### src/pkg/sbg_consts.svh
// Purpose: Offsets, field positions and reset values of the serial port baud block
// Assumes: APB byte address is four times the register index
// Notes: Definitions only
`ifndef SBG_CONSTS_SVH
`define SBG_CONSTS_SVH
// ==================================================================
// Register indices and byte address width
`define SBG_IDX_RXCTL 12'h018
`define SBG_IDX_TXCTL 12'h098
`define SBG_IDX_DIV 12'h099
`define SBG_IDX_INTST 12'h100
`define SBG_IDX_INTMSK 12'h101
`define SBG_IDX_RXHOLD 12'h102
`define SBG_ADDR_W 14
// ==================================================================
// Field positions
`define SBG_RX_SPEN 7
`define SBG_RX_RX9 6
`define SBG_RX_SINGLE_RX_ENABLE 5
`define SBG_RX_CONTINUOUS_RX_ENABLE 4
`define SBG_RX_ADDR_DETECT_ENABLE 3
`define SBG_TX_CLOCK_SOURCE_SELECT 7
`define SBG_TX_SYNC 4
`define SBG_TX_HIGH_SPEED_SELECT 2
`define SBG_INT_RXLOAD 0
`define SBG_INT_OVR 1
`define SBG_INT_FRAME_ERROR_FLAG 2
// ==================================================================
// Reset values and divide ratios
`define SBG_RST_TXCTL 8'h02
`define SBG_RST_RXCTL 8'h00
`define SBG_RST_DIV 8'h00
`define SBG_PRE_ASYNC_LO 7'h40
`define SBG_PRE_ASYNC_HI 7'h10
`define SBG_PRE_SYNC 7'h04
`endif

### src/pkg/sbg_pkg.sv
// Purpose: Types shared by the serial port baud block
// Assumes: Constants live in sbg_consts.svh
// Notes: Types only
package sbg_pkg;
  typedef enum logic [1:0] {SBG_ASYNC_LO, SBG_ASYNC_HI, SBG_SYNC_MASTER, SBG_SYNC_SLAVE} sbg_mode_t;
  typedef struct packed {
    logic [8:0] data;   // Bit 8 is the ninth bit
    logic stopBit;      // Sampled stop bit level
  } sbg_char_t;
endpackage

### src/sbg_top.sv
// Purpose: Baud generator, receive status and input majority sampler of a serial port
// Assumes: clk is the core oscillator; APB slave with zero wait states
// Notes: Shift datapaths sit outside and hand over whole characters
//
// The APB slave port is this design's own decision.
`timescale 1ns/100ps
`include "sbg_consts.svh"
module sbg_top
  import sbg_pkg::*;
#(
  parameter int DIV_W = 8 // Baud timer width
) (
  input wire logic clk,                          // Core oscillator
  input wire logic rst_n,                        // Async reset, active low
  input wire logic psel,                         // APB select
  input wire logic penable,                      // APB enable
  input wire logic pwrite,                       // APB write
  input wire logic [`SBG_ADDR_W-1:0] paddr,      // APB byte address
  input wire logic [31:0] pwdata,                // APB write data
  output logic [31:0] prdata,                    // APB read data
  output logic pready,                           // APB ready
  output logic pslverr,                          // APB error, unmapped address
  input wire logic rxPin,                        // Receive / data pin
  input wire logic extClkPin,                    // Bit clock from remote master
  input wire logic rxCharValid,                  // Shift logic finished a character
  input wire sbg_char_t rxChar,                  // That character
  input wire logic txShiftEmpty,                 // Transmit shift register empty
  output logic baudTick,                         // One pulse per bit period
  output logic rxLevel,                          // Majority-voted receive level
  output logic rxEnable,                         // Reception active
  output logic irq                               // Level interrupt
);
  // ================================================================
  // Register state
  logic [7:0] rxCtl_q;
  logic [7:0] txCtl_q;
  logic [DIV_W-1:0] baudDiv_q;
  logic frameErr_q;
  logic overrun_q;
  logic ninthBit_q;
  logic [8:0] rxHold_q;
  logic holdFull_q;
  logic [2:0] intSt_q;
  logic [2:0] intMsk_q;

  function automatic logic hitIdx(input logic [`SBG_ADDR_W-1:0] a, input logic [11:0] idx);
    hitIdx = (a == {idx, 2'b00});
  endfunction
  logic setup, wrAccess, rdSetup, mapped;
  assign setup = psel && !penable;
  assign wrAccess = psel && penable && pready && pwrite;
  assign rdSetup = setup && !pwrite;
  assign mapped = hitIdx(paddr, `SBG_IDX_RXCTL) || hitIdx(paddr, `SBG_IDX_TXCTL)
               || hitIdx(paddr, `SBG_IDX_DIV) || hitIdx(paddr, `SBG_IDX_INTST)
               || hitIdx(paddr, `SBG_IDX_INTMSK) || hitIdx(paddr, `SBG_IDX_RXHOLD);

  // ================================================================
  // Mode decode
  sbg_mode_t mode;
  always_comb begin
    if (txCtl_q[`SBG_TX_SYNC]) begin
      mode = txCtl_q[`SBG_TX_CLOCK_SOURCE_SELECT] ? SBG_SYNC_MASTER : SBG_SYNC_SLAVE;
    end else begin
      mode = txCtl_q[`SBG_TX_HIGH_SPEED_SELECT] ? SBG_ASYNC_HI : SBG_ASYNC_LO;
    end
  end

  logic [6:0] preLimit;
  always_comb begin
    case (mode)
      SBG_ASYNC_LO: preLimit = `SBG_PRE_ASYNC_LO;
      SBG_ASYNC_HI: preLimit = `SBG_PRE_ASYNC_HI;
      SBG_SYNC_MASTER: preLimit = `SBG_PRE_SYNC;
      default: preLimit = `SBG_PRE_SYNC;
    endcase
  end

  // ================================================================
  // APB slave, answers in the cycle after setup
  always_ff @(posedge clk or negedge rst_n) begin
    if (!rst_n) begin
      pready <= 1'b0;
      pslverr <= 1'b0;
      prdata <= 32'h0000_0000;
    end else begin
      pready <= setup;
      pslverr <= setup && !mapped;
      prdata <= 32'h0000_0000;
      if (rdSetup) begin
        if (hitIdx(paddr, `SBG_IDX_RXCTL)) begin
          prdata[7:0] <= {rxCtl_q[7:3], frameErr_q, overrun_q, ninthBit_q};
        end
        if (hitIdx(paddr, `SBG_IDX_TXCTL)) begin
          prdata[7:0] <= {txCtl_q[7:4], 1'b0, txCtl_q[2], txShiftEmpty, txCtl_q[0]};
        end
        if (hitIdx(paddr, `SBG_IDX_DIV)) begin
          prdata[DIV_W-1:0] <= baudDiv_q;
        end
        if (hitIdx(paddr, `SBG_IDX_INTST)) begin
          prdata[2:0] <= intSt_q;
        end
        if (hitIdx(paddr, `SBG_IDX_INTMSK)) begin
          prdata[2:0] <= intMsk_q;
        end
        if (hitIdx(paddr, `SBG_IDX_RXHOLD)) begin
          prdata[7:0] <= rxHold_q[7:0];
        end
      end
    end
  end

  // ================================================================
  // Control registers
  logic wrDiv;
  assign wrDiv = wrAccess && hitIdx(paddr, `SBG_IDX_DIV);
  always_ff @(posedge clk or negedge rst_n) begin
    if (!rst_n) begin
      txCtl_q <= `SBG_RST_TXCTL;
      baudDiv_q <= DIV_W'(`SBG_RST_DIV);
      intMsk_q <= 3'h0;
    end else begin
      if (wrAccess && hitIdx(paddr, `SBG_IDX_TXCTL)) begin
        txCtl_q <= {pwdata[7:4], 1'b0, pwdata[2], 1'b1, pwdata[0]};
      end
      if (wrDiv) begin
        baudDiv_q <= pwdata[DIV_W-1:0];
      end
      if (wrAccess && hitIdx(paddr, `SBG_IDX_INTMSK)) begin
        intMsk_q <= pwdata[2:0];
      end
    end
  end

  // ================================================================
  // Receive acceptance
  logic isSync, syncMaster, accept, loadChar, overEvt, readHold;
  assign isSync = txCtl_q[`SBG_TX_SYNC];
  assign syncMaster = (mode == SBG_SYNC_MASTER);
  logic rxEnable_d;
  always_comb begin
    rxEnable_d = rxCtl_q[`SBG_RX_SPEN] && (rxCtl_q[`SBG_RX_CONTINUOUS_RX_ENABLE]
                 || (syncMaster && rxCtl_q[`SBG_RX_SINGLE_RX_ENABLE]));
  end
  assign accept = rxCharValid && rxEnable_d
                  && !(rxCtl_q[`SBG_RX_RX9] && rxCtl_q[`SBG_RX_ADDR_DETECT_ENABLE] && !rxChar.data[8]);
  assign loadChar = accept && !holdFull_q;
  assign overEvt = accept && holdFull_q;
  assign readHold = rdSetup && hitIdx(paddr, `SBG_IDX_RXHOLD);
  always_ff @(posedge clk or negedge rst_n) begin
    if (!rst_n) begin
      rxCtl_q <= `SBG_RST_RXCTL;
    end else if (wrAccess && hitIdx(paddr, `SBG_IDX_RXCTL)) begin
      rxCtl_q <= {pwdata[7:3], 3'b000};
    end else if (loadChar && isSync && !rxCtl_q[`SBG_RX_CONTINUOUS_RX_ENABLE]) begin
      rxCtl_q[`SBG_RX_SINGLE_RX_ENABLE] <= 1'b0; // Single receive ends with its character
    end
  end
  always_ff @(posedge clk or negedge rst_n) begin
    if (!rst_n) begin
      rxHold_q <= 9'h000;
      holdFull_q <= 1'b0;
      frameErr_q <= 1'b0;
      ninthBit_q <= 1'b0;
    end else begin
      if (readHold) begin
        holdFull_q <= 1'b0;
      end
      if (loadChar) begin
        rxHold_q <= rxChar.data;
        holdFull_q <= 1'b1;
        frameErr_q <= !rxChar.stopBit;
        ninthBit_q <= rxChar.data[8];
      end
    end
  end
  // Set wins over the clear done by dropping continuous receive
  always_ff @(posedge clk or negedge rst_n) begin
    if (!rst_n) begin
      overrun_q <= 1'b0;
    end else if (overEvt) begin
      overrun_q <= 1'b1;
    end else if (!rxCtl_q[`SBG_RX_CONTINUOUS_RX_ENABLE]) begin
      overrun_q <= 1'b0;
    end
  end

  // ================================================================
  // Interrupt status, write one to clear, set wins
  logic [2:0] intEvt, intClr;
  assign intEvt = {loadChar && !rxChar.stopBit, overEvt, loadChar};
  assign intClr = (wrAccess && hitIdx(paddr, `SBG_IDX_INTST)) ? pwdata[2:0] : 3'h0;
  always_ff @(posedge clk or negedge rst_n) begin
    if (!rst_n) begin
      intSt_q <= 3'h0;
      irq <= 1'b0;
      rxEnable <= 1'b0;
    end else begin
      intSt_q <= (intSt_q & ~intClr) | intEvt;
      irq <= |(intSt_q & intMsk_q);
      rxEnable <= rxEnable_d;
    end
  end

  // ================================================================
  // Baud generator: prescaler then 8-bit reload timer
  logic [6:0] pre_q;
  logic [DIV_W-1:0] baudCnt_q;
  logic preWrap, cntWrap;
  assign preWrap = (pre_q == preLimit - 7'd1);
  assign cntWrap = (baudCnt_q == baudDiv_q);
  always_ff @(posedge clk or negedge rst_n) begin
    if (!rst_n) begin
      pre_q <= 7'h00;
      baudCnt_q <= '0;
    end else if (wrDiv) begin
      pre_q <= 7'h00;
      baudCnt_q <= '0;
    end else if (preWrap || pre_q >= preLimit) begin
      pre_q <= 7'h00;
      baudCnt_q <= cntWrap ? '0 : baudCnt_q + DIV_W'(1);
    end else begin
      pre_q <= pre_q + 7'd1;
    end
  end

  // ================================================================
  // Pin synchronisers; a change counts once stages two and three agree
  logic [2:0] rxSync_q, clkSync_q;
  logic [2:0] rxHist_q;
  logic extClkLvl_q;
  always_ff @(posedge clk or negedge rst_n) begin
    if (!rst_n) begin
      rxSync_q <= 3'b111;
      clkSync_q <= 3'b000;
      rxHist_q <= 3'b111;
      extClkLvl_q <= 1'b0;
      rxLevel <= 1'b1;
    end else begin
      rxSync_q <= {rxSync_q[1:0], rxPin};
      clkSync_q <= {clkSync_q[1:0], extClkPin};
      if (rxSync_q[1] == rxSync_q[2]) begin
        rxHist_q <= {rxHist_q[1:0], rxSync_q[2]};
      end
      rxLevel <= (rxHist_q[0] & rxHist_q[1]) | (rxHist_q[1] & rxHist_q[2])
                 | (rxHist_q[0] & rxHist_q[2]);
      if (clkSync_q[1] == clkSync_q[2]) begin
        extClkLvl_q <= clkSync_q[2];
      end
    end
  end
  // Slave bit clock comes from the remote master, not the timer
  logic extRise;
  assign extRise = (clkSync_q[1] == clkSync_q[2]) && clkSync_q[2] && !extClkLvl_q;
  always_ff @(posedge clk or negedge rst_n) begin
    if (!rst_n) begin
      baudTick <= 1'b0;
    end else if (mode == SBG_SYNC_SLAVE) begin
      baudTick <= extRise;
    end else begin
      baudTick <= !wrDiv && preWrap && cntWrap;
    end
  end
  // ================================================================
  // Checks
  logic [16:0] tickGap_q;
  logic gapOk_q;
  // First tick after a rate or mode change is exempt from the period check
  always_ff @(posedge clk or negedge rst_n) begin
    if (!rst_n) begin
      tickGap_q <= '0;
      gapOk_q <= 1'b0;
    end else begin
      tickGap_q <= (baudTick || wrDiv || mode == SBG_SYNC_SLAVE) ? '0 : tickGap_q + 17'd1;
      gapOk_q <= (gapOk_q || baudTick) && !wrDiv && mode != SBG_SYNC_SLAVE
                 && !(wrAccess && hitIdx(paddr, `SBG_IDX_TXCTL));
    end
  end
  divider_period_a: assert property (@(posedge clk) disable iff (!rst_n)
    baudCnt_q <= baudDiv_q)
    else $error("baud timer passed divisor");
  rate_formula_a: assert property (@(posedge clk) disable iff (!rst_n)
    mode != SBG_SYNC_SLAVE && baudTick && gapOk_q
    |-> tickGap_q + 17'd1 == 17'(preLimit) * 17'(baudDiv_q + 9'd1))
    else $error("baud period differs from formula");
  div_clear_a: assert property (@(posedge clk) disable iff (!rst_n)
    wrDiv && mode != SBG_SYNC_SLAVE |=> (pre_q == 7'h00 && baudCnt_q == '0 && !baudTick))
    else $error("divisor write did not clear timer");
  sync_ratio_a: assert property (@(posedge clk) disable iff (!rst_n)
    isSync && txCtl_q[`SBG_TX_CLOCK_SOURCE_SELECT] |-> preLimit == `SBG_PRE_SYNC)
    else $error("sync mode used speed select");
  async_ratio_a: assert property (@(posedge clk) disable iff (!rst_n)
    !isSync |-> preLimit == (txCtl_q[`SBG_TX_HIGH_SPEED_SELECT] ? `SBG_PRE_ASYNC_HI : `SBG_PRE_ASYNC_LO))
    else $error("async ratio wrong");
  addr_detect_a: assert property (@(posedge clk) disable iff (!rst_n)
    rxCharValid && rxCtl_q[`SBG_RX_RX9] && rxCtl_q[`SBG_RX_ADDR_DETECT_ENABLE] && !rxChar.data[8]
    |=> $stable(rxHold_q) && !intSt_q[`SBG_INT_RXLOAD] || $past(intSt_q[0]))
    else $error("address detect loaded a data character");
  overrun_hold_a: assert property (@(posedge clk) disable iff (!rst_n)
    overEvt |=> overrun_q ##1 (overrun_q || !$past(rxCtl_q[`SBG_RX_CONTINUOUS_RX_ENABLE])))
    else $error("overrun flag lost");
  frame_err_a: assert property (@(posedge clk) disable iff (!rst_n)
    loadChar |=> frameErr_q == !$past(rxChar.stopBit))
    else $error("frame error flag wrong");
  majority_a: assert property (@(posedge clk) disable iff (!rst_n)
    rxHist_q == 3'b111 |=> rxLevel)
    else $error("majority vote wrong");
  cont_rx_a: assert property (@(posedge clk) disable iff (!rst_n)
    rxCtl_q[`SBG_RX_SPEN] && rxCtl_q[`SBG_RX_CONTINUOUS_RX_ENABLE] |=> rxEnable)
    else $error("continuous receive not enabled");
  irq_level_a: assert property (@(posedge clk) disable iff (!rst_n)
    |(intSt_q & intMsk_q) |=> irq)
    else $error("interrupt not raised");
  tick_lo_c: cover property (@(posedge clk) disable iff (!rst_n)
    baudTick && mode == SBG_ASYNC_LO);
  tick_sync_c: cover property (@(posedge clk) disable iff (!rst_n)
    baudTick && mode == SBG_SYNC_MASTER);
  overrun_c: cover property (@(posedge clk) disable iff (!rst_n) overEvt);
  div_write_c: cover property (@(posedge clk) disable iff (!rst_n) wrDiv ##[1:200] baudTick);
endmodule

### config.mk
export PLATFORM = sky130hd
export DESIGN_NAME = sbg_top
export DESIGN_NICKNAME = d
export VERILOG_FILES = /design/src/pkg/sbg_pkg.sv /design/src/sbg_top.sv
export VERILOG_INCLUDE_DIRS = /design/src /design/src/pkg
export SDC_FILE = /design/constraint.sdc
export NUM_CORES = 1
export LEC_CHECK = 0
export ABC_AREA = 1
export CAP_MARGIN = 0
export CORE_MARGIN = 3
export CORE_UTILIZATION = 47
export DETAILED_ROUTE_END_ITERATION = 6
export DONT_BUFFER_PORTS = 1
export GPL_TIMING_DRIVEN = 0
export HOLD_SLACK_MARGIN = 0.1
export SYNTH_ARGS = -nofsm -noshare
export SYNTH_HDL_FRONTEND = slang
export SYNTH_SLANG_ARGS = --single-unit
### constraint.sdc
create_clock -name clk -period 3.5 [get_ports clk]
set_clock_uncertainty 0.1 [all_clocks]
set_input_delay 0 -clock clk [delete_from_list [all_inputs] [get_ports clk]]
set_output_delay 0 -clock clk [all_outputs]
set_load 0.005 [all_outputs]
# Yosys cells after proc, flatten, opt, wreduce, memory -nomap -nowiden
# Cells that the tools add are included.
op_classes:
  n_mux: 24
  add_sub_neg: 3
  eq_ne: 14
  magnitude_cmp: 1
  bitwise: 9
  reduce_logical: 49
op_table:
  columns: ["operator", "count"]
  rows:
  - ["2-to-1 mux 8 bit", 8]
  - ["equality test 14 x 11 -> 1 bit, second input constant", 3]
  - ["equality test 14 x 10 -> 1 bit, second input constant", 2]
  - ["logical AND 1 bit", 27]
  - ["equality test 14 x 7 -> 1 bit, second input constant", 1]
  - ["2-to-1 mux 7 bit", 2]
  - ["one-hot mux 7 bit (2 select lines)", 1]
  - ["logical NOT 1 bit", 10]
  - ["2-to-1 mux 1 bit", 9]
  - ["2-to-1 mux 3 bit", 3]
  - ["adder 8 x 1 -> 8 bit, second input constant", 1]
  - ["equality test 8 bit", 1]
  - ["adder 7 x 1 -> 7 bit, second input constant", 1]
  - ["equality test 7 bit", 1]
  - ["greater-or-equal comparator 7 bit", 1]
  - ["logical OR 1 bit", 7]
  - ["subtractor 7 x 1 -> 7 bit, second input constant", 1]
  - ["AND 3 bit", 2]
  - ["nonzero test 2 bit", 3]
  - ["equality test 2 bit, second input constant", 2]
  - ["AND 1 bit", 3]
  - ["NOT 3 bit", 1]
  - ["OR 3 bit", 1]
  - ["OR reduction 3 bit", 1]
  - ["6 further kinds", 8]
word_totals:
  reg_bits: 76
  wordCells: 124
  out_inout_bits: 38
  inputBits: 65

# Logic depth before layout (Yosys ltp)
logic_depth:
  word_depth: 13
  ltp_mapped: 12
  ltp_nobuf: 11

# Least setup slack after synthesis
# Ideal clock, no wire load.
synth_timing:
  path_type: "register -> register"
  from: "reg txCtl_q[4]"
  to: "reg baudCnt_q[4]"
  period_less_slack_ns: 1.705
  path_stages_with_launch: 11
  required_time_ns: 3.274
  setup_ns: 0.126
  slack_ns: 1.795
  arrival_time_ns: 1.478
  path_buffers: 1
  path_cell_list: "dfrtp_1 > ha_1 > nor2_1 > nand2_1 > a21oi_1 > nand2_2 > nand3_2 > a21oi_2 > buf_6 > nand2_1 > o21ai_1"
synth_between:
  elab_chain_cells: 7
  elab_cells_between_ends: 9
  cone_classes: "add/sub: 1; order compare: 1; eq/ne: 2; mux: 2; reduce/logical: 3"
synth_rtl:
  columns: ["element", "line_no", "text"]
  rows:
  - ["start, declared", "sbg_top.sv:36", "logic [7:0] txCtl_q;"]
  - ["start signal, assigned", "sbg_top.sv:118", "txCtl_q <= `SBG_RST_TXCTL;"]
  - ["start signal, assigned", "sbg_top.sv:123", "txCtl_q <= {pwdata[7:4], 1'b0, pwdata[2], 1'b1, pwdata[0]};"]
  - ["2-to-1 mux 2 bit (*)", "sbg_top.sv:61", "if (txCtl_q[`SBG_TX_SYNC]) begin"]
  - ["equality test 2 x 1 -> 1 bit / logical NOT 2 bit (equally long branches)", "sbg_top.sv:70", "case (mode)"]
  - ["one-hot mux 7 bit (2 select lines) (*)", "sbg_top.sv:70", null]
  - ["subtractor 7 x 1 -> 7 bit", "sbg_top.sv:209", "assign preWrap = (pre_q == preLimit - 7'd1);"]
  - ["equality test 7 bit", "sbg_top.sv:209", null]
  - ["logical OR 1 bit (*)", "sbg_top.sv:218", "end else if (preWrap || pre_q >= preLimit) begin"]
  - ["nonzero test 2 bit (no source line) (*)", null, null]
  - ["end signal, assigned", "sbg_top.sv:220", "baudCnt_q <= cntWrap ? '0 : baudCnt_q + DIV_W'(1);"]
  - ["end, declared", "sbg_top.sv:207", "logic [DIV_W-1:0] baudCnt_q;"]
# Every way passes the cells marked *; elsewhere a longest branch is shown, timed or not.
# A chain may end at the register's enable or synchronous reset.

# Worst setup path in the final report
layout_timing:
  from: "in paddr[4]"
  to: "reg prdata[6]"
layout_between:
  elab_chain_cells: 6
  elab_cells_between_ends: 9
  cone_classes: "eq/ne: 4; mux: 5"
layout_rtl:
  columns: ["element", "line_no", "text"]
  rows:
  - ["start, declared", "sbg_top.sv:18", "input wire logic [`SBG_ADDR_W-1:0] paddr,"]
  - ["equality test 14 x 7 -> 1 bit", "sbg_top.sv:47", "hitIdx = (a == {idx, 2'b00});"]
  - ["2-to-1 mux 8 bit", "sbg_top.sv:90", "if (hitIdx(paddr, `SBG_IDX_RXCTL)) begin"]
  - ["2-to-1 mux 8 bit", "sbg_top.sv:93", "if (hitIdx(paddr, `SBG_IDX_TXCTL)) begin"]
  - ["2-to-1 mux 8 bit", "sbg_top.sv:96", "if (hitIdx(paddr, `SBG_IDX_DIV)) begin"]
  - ["2-to-1 mux 8 bit (*)", "sbg_top.sv:105", "if (hitIdx(paddr, `SBG_IDX_RXHOLD)) begin"]
  - ["2-to-1 mux 8 bit (*)", "sbg_top.sv:89", "if (rdSetup) begin"]
  - ["end signal, assigned", "sbg_top.sv:94", "prdata[7:0] <= {txCtl_q[7:4], 1'b0, txCtl_q[2], txShiftEmpty, txCtl_q[0]};"]
  - ["end signal, assigned by index", "sbg_top.sv:97", "prdata[DIV_W-1:0] <= baudDiv_q;"]
  - ["end signal, assigned", "sbg_top.sv:106", "prdata[7:0] <= rxHold_q[7:0];"]
  - ["end, declared", "sbg_top.sv:20", "output logic [31:0] prdata,"]
# Marked as above.

==> impl.org <==
** Floorplanning
- Once the floorplan was initialized, standard cells occupied about 48% of the core.
- Full die area :: 9660 um2
- Placement row count :: 33
- The floorplan step set the die width to 98.3 um.
- Number of I/O pins :: 103
- Height of the die :: 98.3 um
- The core region is about 8300 um2.

** GRT
- Met2 demand-to-capacity share in global routing :: a little under two fifths
- Global routing consumed, on the met3 layer, 3.86% of the routing resources.
- In the global route stage, met1 resource usage came out at 26.5%.
- Entering global routing, the biggest net connects 77 pins.
- The initial antenna violation count came to 0.
- met2 is the most crowded layer.
- The first global-routing pass estimated 16600 um of wire.
- Global routing used 21.3% of the available tracks.
- Number of global-route vias before repair :: 3454
- Global routing finished with a remaining overflow of 0.

** CTS
- TritonCTS built the clock tree.
- Root Buffer Master :: sky130_fd_sc_hd__clkbuf_8
- Number of CTS-inserted buffers :: 9
- Clock transition at the registers of the reported paths :: 90 ps
- TritonCTS sink count :: 76
- The clock passes through at most 2 buffers.
- Clock insertion delay at the later pin of the skew report :: 350 ps
- H-tree levels :: 3

** Power and ir drop
- Logic gate share of total power :: just over 20%
- Leakage power :: 2.59 nW
- The analysis attributes to net switching a power of approximately 0.71 mW.
- Internal power comes to 1.68 mW.
- Of the total power, the clock network draws a little over a third.
- For this design the ratio of total power to cell area is 466 nW/um2.
- Max VDD drop :: about 0.27 mV
- Net switching is 29.8% of the power.
- Portion of total power attributed to sequential cells :: between 40% and 50%

** Worst setup path
- Data arrives at the worst endpoint at approximately 3300 ps.
- Cell seen most often among critical-path stages :: sky130_fd_sc_hd__dlygate4sd3_1
- Top cell family by delay on the critical path :: buffers and inverters
- Largest fanout on the critical path :: 7
- STA classifies the critical path endpoint as a flop.
- Counting both buffers and inverters, the worst setup path holds a total of 5.
- Worst Setup Start Kind :: input pin
- CP required :: 3640 ps
- Cell with the biggest individual delay on the critical path :: sky130_fd_sc_hd__dlygate4sd3_1
- CP max stage delay :: 670 ps
- WS Path Type :: in -> reg
- Traced cell by cell, the critical path runs through dlygate4sd3_1, inv_1, nand2_1, dlygate4sd3_1, nor2_2, dlygate4sd3_1, nand3_2, or2_2, nand4_1, nand2_1, dlygate4sd3_1.

** STA
- Setup violations remaining at the end of the flow were counted as 0.
- Max-slew violation total from the final report :: 0
- Setup repair after global routing left no endpoint under its margin.
- After routing, the total negative slack on setup checks comes to 0 ps.
- Maximum clock frequency :: 0.319 GHz
- After layout, the worst path uses between 80% and 90% of the clock period.
- Final period demand of the worst path :: approximately 3100 ps
- Final Hold Viols :: 0

** Final layout
- Final instance count without filler cells :: 688
- Antenna Diode Count :: 0
- The area growth from synthesis to layout is 28.5%.
- The post-route netlist has 15.3% of its cells at a drive strength greater than 1.
- Final #Nets :: 650

** Logic synthesis
- Number of register bits inferred by synthesis :: 76
- For this run, asynchronously set or reset flops after synthesis account for 100%.
- Cell Area, Synth :: 4010 um2
- Count of flip-flops with a built-in enable after synthesis :: 0
- Yosys synthesis warning count :: 0
- In this run, distinct cell masters in the synthesized netlist total 38.
- For this run, the leading register cell type out of synthesis is sky130_fd_sc_hd__dfrtp_1.
- Sequential elements use between 40% and 50% of the synthesized area.
- Synthesized instance count :: 479
- Avg Synthesized Cell Area :: between 8 and 9 um2

** Placement
- Input and output buffers added on the ports amount to 0.
- Placed wire-length estimate after detailed placement :: 6530 um
- Including well taps, the total number of placed cells is roughly 610.
- Routability-driven placement finished with a final weighted congestion of 0.858.

** Route
- For this block, the routed nets add up to 9800 um of wire.
- The detailed router placed 3413 vias in this run.
- In the final routed layout, each cell accounts on average for 14.3 um.
- After detailed routing, the number of remaining DRC violations is 0.
- In this run, the number of DRC markers left after iteration 0 of detailed routing was 162.
- After detailed routing, the number of vias per cell comes to 4.96.
- Residual antenna-violating net count after detailed routing :: 0
- The first TritonRoute pass finished after 5 iterations.

** Outcome
- The flow ran to the end, and the final reports show no timing, DRC or antenna violations.

** Job
- The tool flagged a number of max-cap violations equal to 0.

** Hold path
- The worst hold path belongs to the class in -> reg.
[layer usage]
layer	vias up	part of all wire, %
li1	1686	-
met1	1620	43
met2	88	50
met3	19	4.6
met4	0	2.3
met5	-	0
[synthesized netlist by cell type, drive strengths merged (7+ instances only)]
library cell | number | area (um2)
buf | 31 | 230
ha | 7 | 87.6
nand4 | 14 | 93.8
nand3 | 33 | 190
nor2 | 44 | 194
xor2 | 8 | 70.1
a21oi | 10 | 65.1
dfstp | 7 | 184
dfrtp | 69 | 1730
inv | 59 | 224
o21ai | 52 | 287
nand2 | 120 | 470
[stage by stage]
stage | total power, mW | area, um2 | utilization, % | hold slack, ps | setup slack, ps
2_1_floorplan | 1.41 | 4090 | - | -396 | 1800
3_3_place_gp | 1.48 | 4220 | 51.1 | -393 | 1520
3_5_place_dp | 1.50 | 4220 | 51.1 | -393 | 1480
4_1_cts | 2.41 | 5140 | 62.3 | 101 | 434
5_1_grt | 2.54 | 5140 | 62.3 | 147 | 250
6_report | 2.40 | 5140 | 62.3 | 104 | 361
[path summary, 6_finish.rpt]
path | from | endpoint | slack [ps] | cells past startpoint
max in group asynchronous | rst_n | rxSync_q[0]$_DFF_PN1_ | 2870 | 2
setup reg to reg | txCtl_q[4]$_DFFE_PN0P_ | frameErr_q$_DFFE_PN0P_ | 720 | 9
setup / recovery | paddr[4] | prdata[6]$_DFF_PN0_ | 360 | 11
hold reg to reg | rxSync_q[0]$_DFF_PN1_ | rxSync_q[1]$_DFF_PN1_ | 260 | 0
min in group asynchronous | rst_n | baudCnt_q[6]$_DFFE_PN0P_ | 120 | 2
hold / removal | paddr[8] | pslverr$_DFF_PN0_ | 100 | 6
[registers in the layout, indices dropped and copies added, names as in the netlist]
register     flops
baudCnt_q        8
baudTick         1
intMsk_q         3
baudDiv_q        8
prdata           8
txCtl_q          6
pready           1
rxHist_q         3
rxLevel          1
pre_q            7
rxCtl_q          5
irq              1
rxHold_q         8
pslverr          1
rxEnable         1
extClkLvl_q      1
overrun_q        1
rxSync_q         3
intSt_q          3
holdFull_q       1
frameErr_q       1
clkSync_q        3
ninthBit_q       1
[what timing repair did]
action,CTS,global route
hold endpoints to repair,128,0
hold buffers,65,0
resized for setup,0,0
setup buffers,0,0
[layout make-up]
type                            instances  area (um2)
Multi-Input combinational cell        336        1730
Timing Repair Buffer                   65         668
Buffer                                 31         230
Sequential cell                        76        1910
Clock inverter                          7         130
Tap cell                              105         131
Fill cell                             712        3110
Clock buffer                            9         124
Inverter                               59         224
[worst min-delay path: cells and delay by family]
kind,cells,cell delay (ps)
buf+inv,1,20
simple gates,5,480
[kinds of logic after synthesis]
group | count (synthesis) | share of synthesized area (%)
mux | 1 | 0.281
fa+ha+maj | 7 | 2.19
other cells | 1 | 0.0936
simple gates | 221 | 25.2
buf+inv | 90 | 11.3
compound gates | 69 | 10.1
xor+xnor | 14 | 3.06
flops | 76 | 47.7
[placed cells by master, fill, tap and decap left out, types with 13 or more instances in the layout]
master	count
sky130_fd_sc_hd__buf_4	25
sky130_fd_sc_hd__conb_1	24
sky130_fd_sc_hd__dfrtp_1	69
sky130_fd_sc_hd__dlygate4sd3_1	64
sky130_fd_sc_hd__inv_1	54
sky130_fd_sc_hd__nand2_1	116
sky130_fd_sc_hd__nand3_1	28
sky130_fd_sc_hd__nand4_1	13
sky130_fd_sc_hd__nor2_1	40
sky130_fd_sc_hd__o21ai_0	34
[power groups by stage]
stage	logic (mW)	registers, mW	clock network, mW
global route	0.557	1.08	0.905
finish	0.485	1.06	0.853
floorplan	0.354	1.06	0
detailed placement	0.421	1.08	0
global placement	0.405	1.07	0
CTS	0.484	1.06	0.867
Power figures use the tool's default switching activity.
